==> src/include/cies_pkg.sv <==
// Shared constants for the instruction execute subset block.
package cies_pkg;
	localparam int          AXI_AW      = 8;
	localparam int          FILE_DEPTH  = 128;
	localparam logic [7:0]  OFS_INSTR   = 8'h00;
	localparam logic [7:0]  OFS_ACC     = 8'h04;
	localparam logic [7:0]  OFS_STATUS  = 8'h08;
	localparam logic [7:0]  OFS_PAGE    = 8'h0c;
	localparam logic [7:0]  OFS_IRQCTL  = 8'h10;
	localparam logic [7:0]  OFS_OPTION  = 8'h14;
	localparam logic [7:0]  OFS_PC      = 8'h18;
	localparam logic [7:0]  OFS_STACK   = 8'h1c;
	localparam logic [7:0]  OFS_FADDR   = 8'h20;
	localparam logic [7:0]  OFS_FDATA   = 8'h24;
	localparam logic [7:0]  OFS_CORE    = 8'h28;
	localparam logic [7:0]  OFS_WDOG    = 8'h2c;
	localparam int          ST_C        = 0;
	localparam int          ST_DC       = 1;
	localparam int          ST_Z        = 2;
	localparam int          ST_SLEEP    = 3;
	localparam int          ST_WDOG     = 4;
	localparam int          GIE_BIT     = 7;
	localparam logic [7:0]  RST_STATUS  = 8'h18;
	localparam logic [7:0]  RST_OPTION  = 8'hff;
	localparam logic [6:0]  OP_STORE    = 7'h01;
	localparam logic [13:0] OP_OPTION   = 14'h0062;
	localparam logic [13:0] OP_SLEEP    = 14'h0063;
	localparam logic [13:0] OP_IRQRET   = 14'h0009;
	localparam logic [13:0] OP_RET      = 14'h0008;
	localparam logic [5:0]  OP_DECSZ    = 6'h0b;
	localparam logic [5:0]  OP_INCSZ    = 6'h0f;
	localparam logic [5:0]  OP_INC      = 6'h0a;
	localparam logic [5:0]  OP_ORF      = 6'h04;
	localparam logic [5:0]  OP_COPY     = 6'h08;
	localparam logic [5:0]  OP_RLF      = 6'h0d;
	localparam logic [5:0]  OP_RRF      = 6'h0c;
	localparam logic [5:0]  OP_SUBF     = 6'h02;
	localparam logic [5:0]  OP_SWAP     = 6'h0e;
	localparam logic [5:0]  OP_ORL      = 6'h38;
	localparam logic [2:0]  OP_JUMP     = 3'h5;
	localparam logic [3:0]  OP_LOADL    = 4'hc;
	localparam logic [3:0]  OP_RETL     = 4'hd;
	localparam logic [4:0]  OP_SUBL     = 5'h1e;
	localparam logic [1:0]  RESP_OKAY   = 2'h0;
	localparam logic [1:0]  RESP_SLVERR = 2'h2;
	typedef enum logic [2:0] {CS_RUN = 3'b001, CS_SECOND = 3'b010, CS_SLEEP = 3'b100} cies_core_t;
endpackage

==> src/include/cies_if.sv <==
// Carriers between the core, its decoder and its bus slave.
`timescale 1ns/100ps
interface cies_reg_if;
	logic        wr_en;
	logic [7:0]  wr_addr;
	logic [31:0] wr_data;
	logic        wr_err;
	logic [7:0]  rd_addr;
	logic [31:0] rd_data;
	logic        rd_err;
	logic        stall;
	modport slave (output wr_en, wr_addr, wr_data, rd_addr, input wr_err, rd_data, rd_err, stall);
	modport core (input wr_en, wr_addr, wr_data, rd_addr, output wr_err, rd_data, rd_err, stall);
endinterface
interface cies_alu_if;
	logic [13:0] instr;
	logic [7:0]  acc;
	logic [7:0]  fval;
	logic        cin;
	logic [7:0]  res;
	logic        wr_acc, wr_file, upd_z, upd_c, upd_dc, z, c, dc;
	logic        skip, jump, ret, set_gie, sleep, opt_load, two_cycle;
	modport alu (input instr, acc, fval, cin, output res, wr_acc, wr_file, upd_z, upd_c,
		upd_dc, z, c, dc, skip, jump, ret, set_gie, sleep, opt_load, two_cycle);
	modport core (output instr, acc, fval, cin, input res, wr_acc, wr_file, upd_z, upd_c,
		upd_dc, z, c, dc, skip, jump, ret, set_gie, sleep, opt_load, two_cycle);
endinterface

==> src/cies_alu.sv <==
// Instruction decoder and arithmetic unit for the execute subset.
`timescale 1ns/100ps
module cies_alu
	import cies_pkg::*;
(
	cies_alu_if.alu a
);
	logic [7:0] f, k, x;
	logic [8:0] diff;
	logic [4:0] hdiff;
	logic       routed;

	always_comb begin
		f = a.fval;
		k = a.instr[7:0];
		x = (a.instr[13:12] == 2'b11) ? k : f;
		// Subtraction adds the inverted accumulator plus one, so carry means no borrow.
		diff = {1'b0, x} + {1'b0, ~a.acc} + 9'h001;
		hdiff = {1'b0, x[3:0]} + {1'b0, ~a.acc[3:0]} + 5'h01;
		routed = 1'b0;
		a.res = 8'h00;
		a.wr_acc = 1'b0;
		a.wr_file = 1'b0;
		a.upd_z = 1'b0;
		a.upd_c = 1'b0;
		a.upd_dc = 1'b0;
		a.c = a.cin;
		a.dc = 1'b0;
		a.skip = 1'b0;
		a.jump = 1'b0;
		a.ret = 1'b0;
		a.set_gie = 1'b0;
		a.sleep = 1'b0;
		a.opt_load = 1'b0;
		a.two_cycle = 1'b0;
		if (a.instr[13:7] == OP_STORE) begin
			a.res = a.acc; // see RULE9
			a.wr_file = 1'b1;
		end else if (a.instr == OP_OPTION) begin
			a.opt_load = 1'b1; // see RULE10
		end else if (a.instr == OP_SLEEP) begin
			a.sleep = 1'b1; // see RULE16
		end else if (a.instr == OP_IRQRET || a.instr == OP_RET) begin
			a.ret = 1'b1; // see RULE11 see RULE13
			a.set_gie = (a.instr == OP_IRQRET);
			a.two_cycle = 1'b1;
		end else if (a.instr[13:8] == OP_DECSZ || a.instr[13:8] == OP_INCSZ) begin
			a.res = (a.instr[10]) ? f + 8'h01 : f - 8'h01; // see RULE1 see RULE3
			a.skip = (a.res == 8'h00); // see RULE2
			routed = 1'b1;
		end else if (a.instr[13:8] == OP_INC) begin
			a.res = f + 8'h01; // see RULE3
			a.upd_z = 1'b1;
			routed = 1'b1;
		end else if (a.instr[13:8] == OP_ORF || a.instr[13:8] == OP_COPY) begin
			a.res = (a.instr[11]) ? f : (f | a.acc); // see RULE7 see RULE8
			a.upd_z = 1'b1;
			routed = 1'b1;
		end else if (a.instr[13:8] == OP_RLF || a.instr[13:8] == OP_RRF) begin
			a.res = (a.instr[8]) ? {f[6:0], a.cin} : {a.cin, f[7:1]}; // see RULE14 see RULE15
			a.c = (a.instr[8]) ? f[7] : f[0];
			a.upd_c = 1'b1;
			routed = 1'b1;
		end else if (a.instr[13:8] == OP_SUBF || a.instr[13:9] == OP_SUBL) begin
			a.res = diff[7:0]; // see RULE17 see RULE18
			a.c = diff[8];
			a.dc = hdiff[4];
			a.upd_c = 1'b1;
			a.upd_dc = 1'b1;
			a.upd_z = 1'b1;
			routed = (a.instr[13:8] == OP_SUBF);
			a.wr_acc = !routed;
		end else if (a.instr[13:8] == OP_SWAP) begin
			a.res = {f[3:0], f[7:4]}; // see RULE19
			routed = 1'b1;
		end else if (a.instr[13:11] == OP_JUMP) begin
			a.jump = 1'b1; // see RULE4
			a.two_cycle = 1'b1;
		end else if (a.instr[13:8] == OP_ORL) begin
			a.res = a.acc | k; // see RULE5
			a.wr_acc = 1'b1;
			a.upd_z = 1'b1;
		end else if (a.instr[13:10] == OP_LOADL || a.instr[13:10] == OP_RETL) begin
			a.res = k; // see RULE6 see RULE12
			a.wr_acc = 1'b1;
			a.ret = (a.instr[13:10] == OP_RETL);
			a.two_cycle = a.ret;
		end
		if (routed) begin
			a.wr_acc = !a.instr[7]; // see RULE20
			a.wr_file = a.instr[7];
		end
		a.z = (a.res == 8'h00);
	end
endmodule // cies_alu

==> src/cies_axi_slave.sv <==
// AXI4-Lite slave front end that hands single-word accesses to the core.
`timescale 1ns/100ps
module cies_axi_slave
	import cies_pkg::*;
(
	input  wire logic              aclk,
	input  wire logic              aresetn,
	input  wire logic [AXI_AW-1:0] awaddr,
	input  wire logic              awvalid,
	output logic                   awready,
	input  wire logic [31:0]       wdata,
	input  wire logic [3:0]        wstrb,
	input  wire logic              wvalid,
	output logic                   wready,
	output logic [1:0]             bresp,
	output logic                   bvalid,
	input  wire logic              bready,
	input  wire logic [AXI_AW-1:0] araddr,
	input  wire logic              arvalid,
	output logic                   arready,
	output logic [31:0]            rdata,
	output logic [1:0]             rresp,
	output logic                   rvalid,
	input  wire logic              rready,
	cies_reg_if.slave              r
);
	logic        wr_take, rd_take, bvalid_d, rvalid_d;
	logic [1:0]  bresp_d, rresp_d;
	logic [31:0] rdata_d;

	// Address and data are taken together; a stalled core simply holds off both.
	assign wr_take = awvalid && wvalid && !bvalid && !r.stall;
	assign awready = wr_take;
	assign wready = wr_take;
	// Writes that miss either of the two low byte lanes are acknowledged but have no effect.
	assign r.wr_en = wr_take && (wstrb[1:0] == 2'b11);
	assign r.wr_addr = awaddr;
	assign r.wr_data = wdata;
	assign rd_take = arvalid && !rvalid;
	assign arready = rd_take;
	assign r.rd_addr = araddr;

	always_comb begin
		bvalid_d = bvalid && !bready;
		bresp_d = bresp;
		rvalid_d = rvalid && !rready;
		rresp_d = rresp;
		rdata_d = rdata;
		if (wr_take) begin
			bvalid_d = 1'b1;
			bresp_d = r.wr_err ? RESP_SLVERR : RESP_OKAY;
		end
		if (rd_take) begin
			rvalid_d = 1'b1;
			rdata_d = r.rd_data;
			rresp_d = r.rd_err ? RESP_SLVERR : RESP_OKAY;
		end
	end

	always_ff @(posedge aclk) begin
		if (!aresetn) begin
			bvalid <= 1'b0;
			bresp <= RESP_OKAY;
			rvalid <= 1'b0;
			rresp <= RESP_OKAY;
			rdata <= 32'h0000_0000;
		end else begin
			bvalid <= bvalid_d;
			bresp <= bresp_d;
			rvalid <= rvalid_d;
			rresp <= rresp_d;
			rdata <= rdata_d;
		end
	end
endmodule // cies_axi_slave

==> src/cies_exec_top.sv <==
// Execute core for a subset of a 14-bit instruction set, driven over AXI4-Lite.
//
// Overview of operation
// (RULE1) Decrement-and-skip subtracts one, routes by destination bit, leaves flags alone.
// (RULE2) A zero skip result discards the next instruction, running it as idle.
// (RULE3) Increment-and-skip adds one without flags; plain increment updates zero only.
// (RULE4) Jump loads eleven bits into the counter, page latch fills top two.
// (RULE5) OR-with-literal leaves accumulator OR literal in accumulator, sets zero flag.
// (RULE6) Load-literal copies the literal to the accumulator; don't-care bits ignored.
// (RULE7) OR-with-file ORs accumulator and file, routes result, updates zero flag.
// (RULE8) Copy-file moves a file register to its destination and updates zero.
// (RULE9) Store-accumulator writes the accumulator into the file, flags untouched.
// (RULE10) Option-load copies the accumulator into the prescaler configuration register.
// (RULE11) Interrupt return pops the stack, sets global enable, takes two cycles.
// (RULE12) Return-with-literal loads the literal and pops the stack in two cycles.
// (RULE13) Subroutine return pops the stack into the counter in two cycles.
// (RULE14) Rotate-left goes through carry; old bit seven becomes the carry.
// (RULE15) Rotate-right goes through carry; old bit zero becomes the carry.
// (RULE16) Sleep clears power-down, sets timeout, clears watchdog, then halts.
// (RULE17) Literal-minus-accumulator sets carry, half borrow and zero; carry means non-negative.
// (RULE18) File-minus-accumulator subtracts, routes by destination, updates three flags.
// (RULE19) Nibble exchange swaps the file nibbles, routes result, changes no flag.
// (RULE20) Low seven opcode bits address the file; bit seven selects destination.
//
// Decided for this implementation: the address map and the AXI4-Lite interface to the registers.
`timescale 1ns/100ps
module cies_exec_top
	import cies_pkg::*;
#(
	parameter int STACK_DEPTH = 8,
	parameter int WDOG_PRE_W  = 8
)(
	input  wire logic              aclk,
	input  wire logic              aresetn,
	input  wire logic [AXI_AW-1:0] s_axi_awaddr,
	input  wire logic [2:0]        s_axi_awprot,
	input  wire logic              s_axi_awvalid,
	output logic                   s_axi_awready,
	input  wire logic [31:0]       s_axi_wdata,
	input  wire logic [3:0]        s_axi_wstrb,
	input  wire logic              s_axi_wvalid,
	output logic                   s_axi_wready,
	output logic [1:0]             s_axi_bresp,
	output logic                   s_axi_bvalid,
	input  wire logic              s_axi_bready,
	input  wire logic [AXI_AW-1:0] s_axi_araddr,
	input  wire logic [2:0]        s_axi_arprot,
	input  wire logic              s_axi_arvalid,
	output logic                   s_axi_arready,
	output logic [31:0]            s_axi_rdata,
	output logic [1:0]             s_axi_rresp,
	output logic                   s_axi_rvalid,
	input  wire logic              s_axi_rready,
	output logic                   core_asleep,
	output logic                   global_irq_enable,
	output logic [7:0]             option_cfg
);
	localparam int SP_W = $clog2(STACK_DEPTH);

	cies_reg_if rif ();
	cies_alu_if aif ();

	cies_axi_slave u_slave (
		.aclk    (aclk),
		.aresetn (aresetn),
		.awaddr  (s_axi_awaddr),
		.awvalid (s_axi_awvalid),
		.awready (s_axi_awready),
		.wdata   (s_axi_wdata),
		.wstrb   (s_axi_wstrb),
		.wvalid  (s_axi_wvalid),
		.wready  (s_axi_wready),
		.bresp   (s_axi_bresp),
		.bvalid  (s_axi_bvalid),
		.bready  (s_axi_bready),
		.araddr  (s_axi_araddr),
		.arvalid (s_axi_arvalid),
		.arready (s_axi_arready),
		.rdata   (s_axi_rdata),
		.rresp   (s_axi_rresp),
		.rvalid  (s_axi_rvalid),
		.rready  (s_axi_rready),
		.r       (rif)
	);

	cies_alu u_alu (
		.a (aif)
	);

	////////////////////////////////////////////////////////////////////////////////
	// Architectural state.

	cies_core_t       state_q, state_d;
	logic [7:0]       acc_q, acc_d, status_q, status_d, irqctl_q, irqctl_d;
	logic [7:0]       option_q, option_d, wdt_q, wdt_d;
	logic [4:0]       page_q, page_d;
	logic [12:0]      pc_q, pc_d, stack_top;
	logic [13:0]      instr_q, instr_d, iw;
	logic [6:0]       faddr_q, faddr_d, fw_addr;
	logic [7:0]       fw_data;
	logic             fw_en, skip_q, skip_d, push_en, issue, run;
	logic [SP_W-1:0]  sp_q, sp_d;
	logic [12:0]      push_val;
	logic [WDOG_PRE_W-1:0] wpre_q, wpre_d;
	logic [7:0]       fmem [FILE_DEPTH];
	logic [12:0]      stack_q [STACK_DEPTH];

	assign iw = rif.wr_data[13:0];
	assign issue = rif.wr_en && (rif.wr_addr == OFS_INSTR) && (state_q == CS_RUN);
	// A pending skip turns the next issued word into an idle slot.
	assign run = issue && !skip_q; // see RULE2
	assign stack_top = stack_q[sp_q - 1'b1];
	assign rif.stall = (state_q == CS_SECOND);
	assign aif.instr = iw;
	assign aif.acc = acc_q;
	assign aif.fval = fmem[iw[6:0]]; // see RULE20
	assign aif.cin = status_q[ST_C];

	assign core_asleep = (state_q == CS_SLEEP);
	assign global_irq_enable = irqctl_q[GIE_BIT];
	assign option_cfg = option_q;

	////////////////////////////////////////////////////////////////////////////////
	// Next-state logic: execution first, then plain register writes.

	always_comb begin
		state_d = state_q;
		acc_d = acc_q;
		status_d = status_q;
		irqctl_d = irqctl_q;
		option_d = option_q;
		page_d = page_q;
		pc_d = pc_q;
		instr_d = instr_q;
		faddr_d = faddr_q;
		skip_d = skip_q;
		sp_d = sp_q;
		fw_en = 1'b0;
		fw_addr = faddr_q;
		fw_data = rif.wr_data[7:0];
		push_en = 1'b0;
		push_val = rif.wr_data[12:0];
		// The watchdog keeps counting so software can watch it run between sleeps.
		wpre_d = wpre_q + 1'b1;
		wdt_d = (wpre_q == '1) ? wdt_q + 8'h01 : wdt_q;
		if (state_q == CS_SECOND) begin
			state_d = CS_RUN;
		end
		if (issue) begin
			instr_d = iw;
			pc_d = pc_q + 13'h0001;
			skip_d = 1'b0; // see RULE2
		end
		if (run) begin
			skip_d = aif.skip; // see RULE2
			if (aif.wr_acc) begin
				acc_d = aif.res;
			end
			if (aif.wr_file) begin
				fw_en = 1'b1; // see RULE9
				fw_addr = iw[6:0];
				fw_data = aif.res;
			end
			if (aif.upd_z) begin
				status_d[ST_Z] = aif.z;
			end
			if (aif.upd_c) begin
				status_d[ST_C] = aif.c;
			end
			if (aif.upd_dc) begin
				status_d[ST_DC] = aif.dc;
			end
			if (aif.jump) begin
				pc_d = {page_q[4:3], iw[10:0]}; // see RULE4
			end
			if (aif.ret) begin
				pc_d = stack_top; // see RULE11 see RULE12 see RULE13
				sp_d = sp_q - 1'b1;
			end
			if (aif.set_gie) begin
				irqctl_d[GIE_BIT] = 1'b1; // see RULE11
			end
			if (aif.opt_load) begin
				option_d = acc_q; // see RULE10
			end
			if (aif.two_cycle) begin
				state_d = CS_SECOND;
			end
			if (aif.sleep) begin
				status_d[ST_SLEEP] = 1'b0; // see RULE16
				status_d[ST_WDOG] = 1'b1;
				wpre_d = '0;
				wdt_d = 8'h00;
				state_d = CS_SLEEP;
			end
		end
		if (rif.wr_en) begin
			if (rif.wr_addr == OFS_ACC) begin
				acc_d = rif.wr_data[7:0];
			end else if (rif.wr_addr == OFS_STATUS) begin
				status_d = {3'h0, rif.wr_data[4:0]};
			end else if (rif.wr_addr == OFS_PAGE) begin
				page_d = rif.wr_data[4:0];
			end else if (rif.wr_addr == OFS_IRQCTL) begin
				irqctl_d = rif.wr_data[7:0];
			end else if (rif.wr_addr == OFS_OPTION) begin
				option_d = rif.wr_data[7:0];
			end else if (rif.wr_addr == OFS_STACK) begin
				push_en = 1'b1;
				sp_d = sp_q + 1'b1;
			end else if (rif.wr_addr == OFS_FADDR) begin
				faddr_d = rif.wr_data[6:0];
			end else if (rif.wr_addr == OFS_FDATA) begin
				fw_en = 1'b1;
			end else if (rif.wr_addr == OFS_CORE && rif.wr_data[0] && state_q == CS_SLEEP) begin
				state_d = CS_RUN;
			end
		end
	end

	////////////////////////////////////////////////////////////////////////////////
	// Bus decode.

	always_comb begin
		rif.wr_err = 1'b0;
		if (rif.wr_addr[1:0] != 2'b00 || rif.wr_addr > OFS_WDOG) begin
			rif.wr_err = 1'b1;
		end
		rif.rd_err = 1'b0;
		rif.rd_data = 32'h0000_0000;
		if (rif.rd_addr == OFS_INSTR) begin
			rif.rd_data = {18'h0, instr_q};
		end else if (rif.rd_addr == OFS_ACC) begin
			rif.rd_data = {24'h0, acc_q};
		end else if (rif.rd_addr == OFS_STATUS) begin
			rif.rd_data = {24'h0, status_q};
		end else if (rif.rd_addr == OFS_PAGE) begin
			rif.rd_data = {27'h0, page_q};
		end else if (rif.rd_addr == OFS_IRQCTL) begin
			rif.rd_data = {24'h0, irqctl_q};
		end else if (rif.rd_addr == OFS_OPTION) begin
			rif.rd_data = {24'h0, option_q};
		end else if (rif.rd_addr == OFS_PC) begin
			rif.rd_data = {19'h0, pc_q};
		end else if (rif.rd_addr == OFS_STACK) begin
			rif.rd_data = {19'h0, stack_top};
		end else if (rif.rd_addr == OFS_FADDR) begin
			rif.rd_data = {25'h0, faddr_q};
		end else if (rif.rd_addr == OFS_FDATA) begin
			rif.rd_data = {24'h0, fmem[faddr_q]};
		end else if (rif.rd_addr == OFS_CORE) begin
			rif.rd_data = {24'h0, 3'h0, 4'(sp_q), skip_q};
		end else if (rif.rd_addr == OFS_WDOG) begin
			rif.rd_data = {24'h0, wdt_q};
		end else begin
			rif.rd_err = 1'b1;
		end
	end

	////////////////////////////////////////////////////////////////////////////////
	// Registers.

	always_ff @(posedge aclk) begin
		if (!aresetn) begin
			state_q <= CS_RUN;
			acc_q <= 8'h00;
			status_q <= RST_STATUS;
			irqctl_q <= 8'h00;
			option_q <= RST_OPTION;
			page_q <= 5'h00;
			pc_q <= 13'h0000;
			instr_q <= 14'h0000;
			faddr_q <= 7'h00;
			skip_q <= 1'b0;
			sp_q <= '0;
			wpre_q <= '0;
			wdt_q <= 8'h00;
		end else begin
			state_q <= state_d;
			acc_q <= acc_d;
			status_q <= status_d;
			irqctl_q <= irqctl_d;
			option_q <= option_d;
			page_q <= page_d;
			pc_q <= pc_d;
			instr_q <= instr_d;
			faddr_q <= faddr_d;
			skip_q <= skip_d;
			sp_q <= sp_d;
			wpre_q <= wpre_d;
			wdt_q <= wdt_d;
		end
	end

	// The file and stack arrays have no reset; software must initialise what it reads.
	always_ff @(posedge aclk) begin
		if (fw_en) begin
			fmem[fw_addr] <= fw_data;
		end
		if (push_en) begin
			stack_q[sp_q] <= push_val;
		end
	end
endmodule // cies_exec_top

==> config.mk <==
export PLATFORM = sky130hd
export DESIGN_NAME = cies_exec_top
export DESIGN_NICKNAME = d
export VERILOG_FILES = /design/src/include/cies_pkg.sv /design/src/include/cies_if.sv /design/src/cies_alu.sv /design/src/cies_axi_slave.sv /design/src/cies_exec_top.sv
export SDC_FILE = /design/constraint.sdc
export NUM_CORES = 2
export LEC_CHECK = 0
export BUFFER_PORTS_ARGS = -buffer_cell sky130_fd_sc_hd__buf_2
export CAP_MARGIN = 25
export CORE_AREA = 5 5 372 374
export DETAILED_ROUTE_END_ITERATION = 12
export DIE_AREA = 0 0 377 379
export GPL_ROUTABILITY_DRIVEN = 0
export PLACE_DENSITY = 0.7
export SLEW_MARGIN = 20
export SYNTH_ARGS = -nofsm -noshare
export SYNTH_HDL_FRONTEND = slang
export SYNTH_SLANG_ARGS = --single-unit
==> constraint.sdc <==
create_clock -name aclk -period 23.1 [get_ports aclk]
set_input_delay 1.155 -clock aclk [delete_from_list [all_inputs] [get_ports aclk]]
set_output_delay 1.155 -clock aclk [all_outputs]
set_load 0.005 [all_outputs]
==> impl_summary.txt <==
----------------------------------------------------
[Run status]
  Result of the run ... completed

[Clocking]
  Hold Buf Count CTS ... 0
  Post-CTS setup buffer count ... 0
  Maximum level of the CTS H-tree ... 4
  Clock root cell ... sky130_fd_sc_hd__clkbuf_16
  Post_cts resized ... 0
  Clock Sinks ... between 1000 and 1500
  TritonCTS clock tree ... done
  Clock transition at the registers of the reported paths ... about 0.06 ns
  TritonCTS Buffers ... roughly 130
  Deepest clock path buffer count ... 3
  Clock Latency Late Sink ... around 0.76 ns

[Cells and area]
  Net count, final ... ~3700
  Fill cells ... 10900
  Layout cell share with drive strength beyond 1 ... approximately 25%
  Area Overhead vs Synth ... 10.4%
  Finished Layout Cells ... around 5500

[Timing]
  Slack of the critical path ... approximately 15 ns
  Measured slew at the worst slew-check pin ... 1.17 ns
  Accumulated negative setup slack ... 0 ns
  Worst relative slew slack ... about 21%
  Final count of hold timing violations ... 0
  Clk_skew ... between 0.03 and 0.04 ns
  Total of endpoints with negative setup slack in the final report ... 0
  Worst hold margin ... 0.448 ns
  Final worst path period need ... ~8.4 ns
  RSZ-0062 raised after global routing ... no
  Final Slew Violations ... 0
  Post-route clock period utilization ... 36.5%
  Highest attainable clock frequency ... 119 MHz

[Yosys]
  Total standard cell area after synthesis ... roughly 60000 sq um
  Most frequent cells after synthesis ... sky130_fd_sc_hd__edfxtp_1, sky130_fd_sc_hd__mux4_2, sky130_fd_sc_hd__nor2_1, sky130_fd_sc_hd__nand2_1, sky130_fd_sc_hd__mux2i_1
  Top flip-flop cell by instance count after synthesis ... sky130_fd_sc_hd__edfxtp_1
  Share of flip-flops with an asynchronous set or reset ... 0%
  Syn_area_per_cell ... approximately 17 sq um
  Dominant cell type by area after synthesis ... sky130_fd_sc_hd__edfxtp_1
  Share of synthesized area occupied by flip-flops and latches ... approximately three fifths
  Cell variety after synth ... 100
  Synthesis-stage register bit count ... approximately 1200
  Most frequent cell after synthesis ... sky130_fd_sc_hd__edfxtp_1
  Area share of the leading cell type in the synthesized netlist ... 56.3%
  Count of synthesis-stage warnings from yosys ... 0
  Post-synthesis instance total ... approximately 3600
  EDFF count, synth ... about 1100
  Synth top area cells ... sky130_fd_sc_hd__edfxtp_1, sky130_fd_sc_hd__mux4_2, sky130_fd_sc_hd__dfxtp_1

[Setup path]
  Endpoint type of the worst setup path ... flip-flop
  Critical Path AT ... about 8.9 ns
  Biggest fanout along the worst timing path ... 65
  Critical Path Source Type ... input pin
  Data required time of the critical path ... 23.56 ns
  Critical setup path kind ... input pin to flip-flop

[Routing]
  Post-route antenna net violation count ... 0
  Number of DRC markers in iteration 0 ... slightly above 6000
  DRC viols ... 0
  1st-pass router iterations ... 10
  WL per Instance ... between 30 and 40 um
  Vias post-DR ... roughly 38000
  Final wirelength ... ~180 mm
  Vias/cell ... approximately 6.8

[Power and ir drop]
  Peak supply drop ... between 0.00007 and 0.00008 V
  Internal power component ... 0.00381 W
  Areal power density over the cells ... 73.6 nW/um^2
  Switch share ... 22.1%
  Leak Pwr ... around 21 nW
  Combinational fraction of design power ... around 5.6%
  Clk network pwr share ... around 44%
  Sequential cell fraction of total power ... about 50%
  Switching pwr ... roughly 0.0011 W

[Placement]
  DPL Wire Length ... roughly 120 mm
  Dpl cells ... ~5300
  IO buf count ... 69
  Dpl ws ... around 14 ns

[Die]
  Die width ... between 300 and 400 um
  Core Box Area ... between 100000 and 150000 sq um
  Vertical die dimension ... roughly 380 um
  Starting Density ... around 45%
  # rows ... 135
  I/O pin count ... between 100 and 150
  Die Outline Area ... 143000 sq um

[Global routing]
  GRT overflow ... 0
  Vias in the first global route ... around 36000
  Largest net degree at the start of global routing ... 102
  First-pass GRT wire length ... 258 mm
  GRT Total Usage ... roughly a quarter
  Initial antenna violation count ... 3

[Flow run]
  MaxCap Viol Count ... 0

[Worst hold path]
  Worst hold path class ... flip-flop to flip-flop

----------------------------------------------------
==> power groups by stage <==
stage	Combinational, W	Clock [W]	Sequential [W]
CTS	0.000268	0.00217	0.00246
detailed placement	0.000267	0	0.00250
global placement	0.000263	0	0.00250
global route	0.000286	0.00227	0.00245
floorplan	0.000179	0	0.00251
finish	0.000275	0.00216	0.00246
==> final timing paths <==
kind                          from          endpoint  slack (ns)  cells past startpoint
setup / recovery    s_axi_wdata[0]       fmem[80][7]       14.66                     22
hold / removal    u_slave.rdata[4]  u_slave.rdata[4]        0.45                      2
setup reg to reg       fmem[93][2]       fmem[80][7]       16.26                     19
hold reg to reg   u_slave.rdata[4]  u_slave.rdata[4]        0.45                      2
==> logic make-up after synthesis <==
| kind of cell | share of synthesized area [%] |
|---|---|
| AO/OA/AOI/OAI | 6.31 |
| XOR/XNOR | 0.567 |
| adder cells (fa/ha/maj) | 0.366 |
| buffers and inverters | 3.30 |
| flip-flops | 60.1 |
| multiplexers | 23.9 |
| other | 0.00623 |
| AND/OR/NAND/NOR | 5.43 |
==> registers in the layout (all words and copies together) (netlist names), 3 cells and up, named ones only <==
signal and cells:
u_slave.rdata 14, irqctl_q 8, instr_q 14, state_q 3
wpre_q 8, page_q 5, stack_q 104, faddr_q 7
wdt_q 8, option_cfg 8, acc_q 8, pc_q 13
status_q 5, fmem 1024, sp_q 3
==> area by class of cell <==
type	instances	area, sq um	share of cell area, %
well taps	1781	2230	3.35
multi-input cells	2040	22300	33.5
diodes	2	5.00	0.00753
repair buffers	168	1170	1.77
clock inverters	77	812	1.22
inverters	44	165	0.249
clock buffers	163	3570	5.37
flip-flops and latches	1244	36200	54.5
==> cells in the final DEF, fill, tap and decap left out, drive strengths merged, types with 43 or more instances in the layout <==
cell type,synthesis,routed
edfxtp,1128,1128
dfxtp,116,116
mux4,552,552
a21oi,106,106
clkbuf,145,164
mux2i,165,165
clkinv,1,57
nand2,207,207
nor2,235,235
inv,43,47
o221ai,43,43
nand3,61,61
o21ai,100,100
buf,141,167
==> critical path: stages <==
cell	delay [ns]
sky130_fd_sc_hd__buf_8	0.45
sky130_fd_sc_hd__buf_4	0.62
sky130_fd_sc_hd__or3b_2	0.57
sky130_fd_sc_hd__buf_4	0.32
sky130_fd_sc_hd__o22ai_1	0.17
sky130_fd_sc_hd__a2111oi_1	0.97
sky130_fd_sc_hd__o21bai_1	0.33
sky130_fd_sc_hd__and4bb_2	0.49
sky130_fd_sc_hd__nand2_1	0.13
sky130_fd_sc_hd__nand2_1	0.06
sky130_fd_sc_hd__ha_1	0.31
sky130_fd_sc_hd__o21ai_0	0.13
sky130_fd_sc_hd__a21oi_1	0.12
sky130_fd_sc_hd__o21a_1	0.20
sky130_fd_sc_hd__o41ai_1	0.37
sky130_fd_sc_hd__xor2_1	0.15
sky130_fd_sc_hd__a211oi_1	0.27
sky130_fd_sc_hd__a221o_1	0.24
sky130_fd_sc_hd__a22oi_2	0.11
sky130_fd_sc_hd__o211ai_2	0.22
sky130_fd_sc_hd__o21a_4	0.61
sky130_fd_sc_hd__buf_4	0.64
==> through the flow <==
step                      power, W  util (%)  area, sq um
after floorplan            0.00269         -        60300
after global placement     0.00277      46.0        61900
after detailed placement   0.00277      46.0        62000
after CTS                  0.00490      49.3        66400
after global routing       0.00501      49.4        66400
final                      0.00489      49.4        66400
==> metal layers <==
layer | track usage [%] | up-vias | wire length, um
met1 | 33.2 | 19200 | 65100
li1 | - | 15000 | -
met3 | 6.32 | 545 | 22400
met2 | 39.1 | 2843 | 82800
met5 | 0 | - | 28
met4 | 11.0 | 4 | 9830
Note: power is estimated with default switching activity, not from simulation.
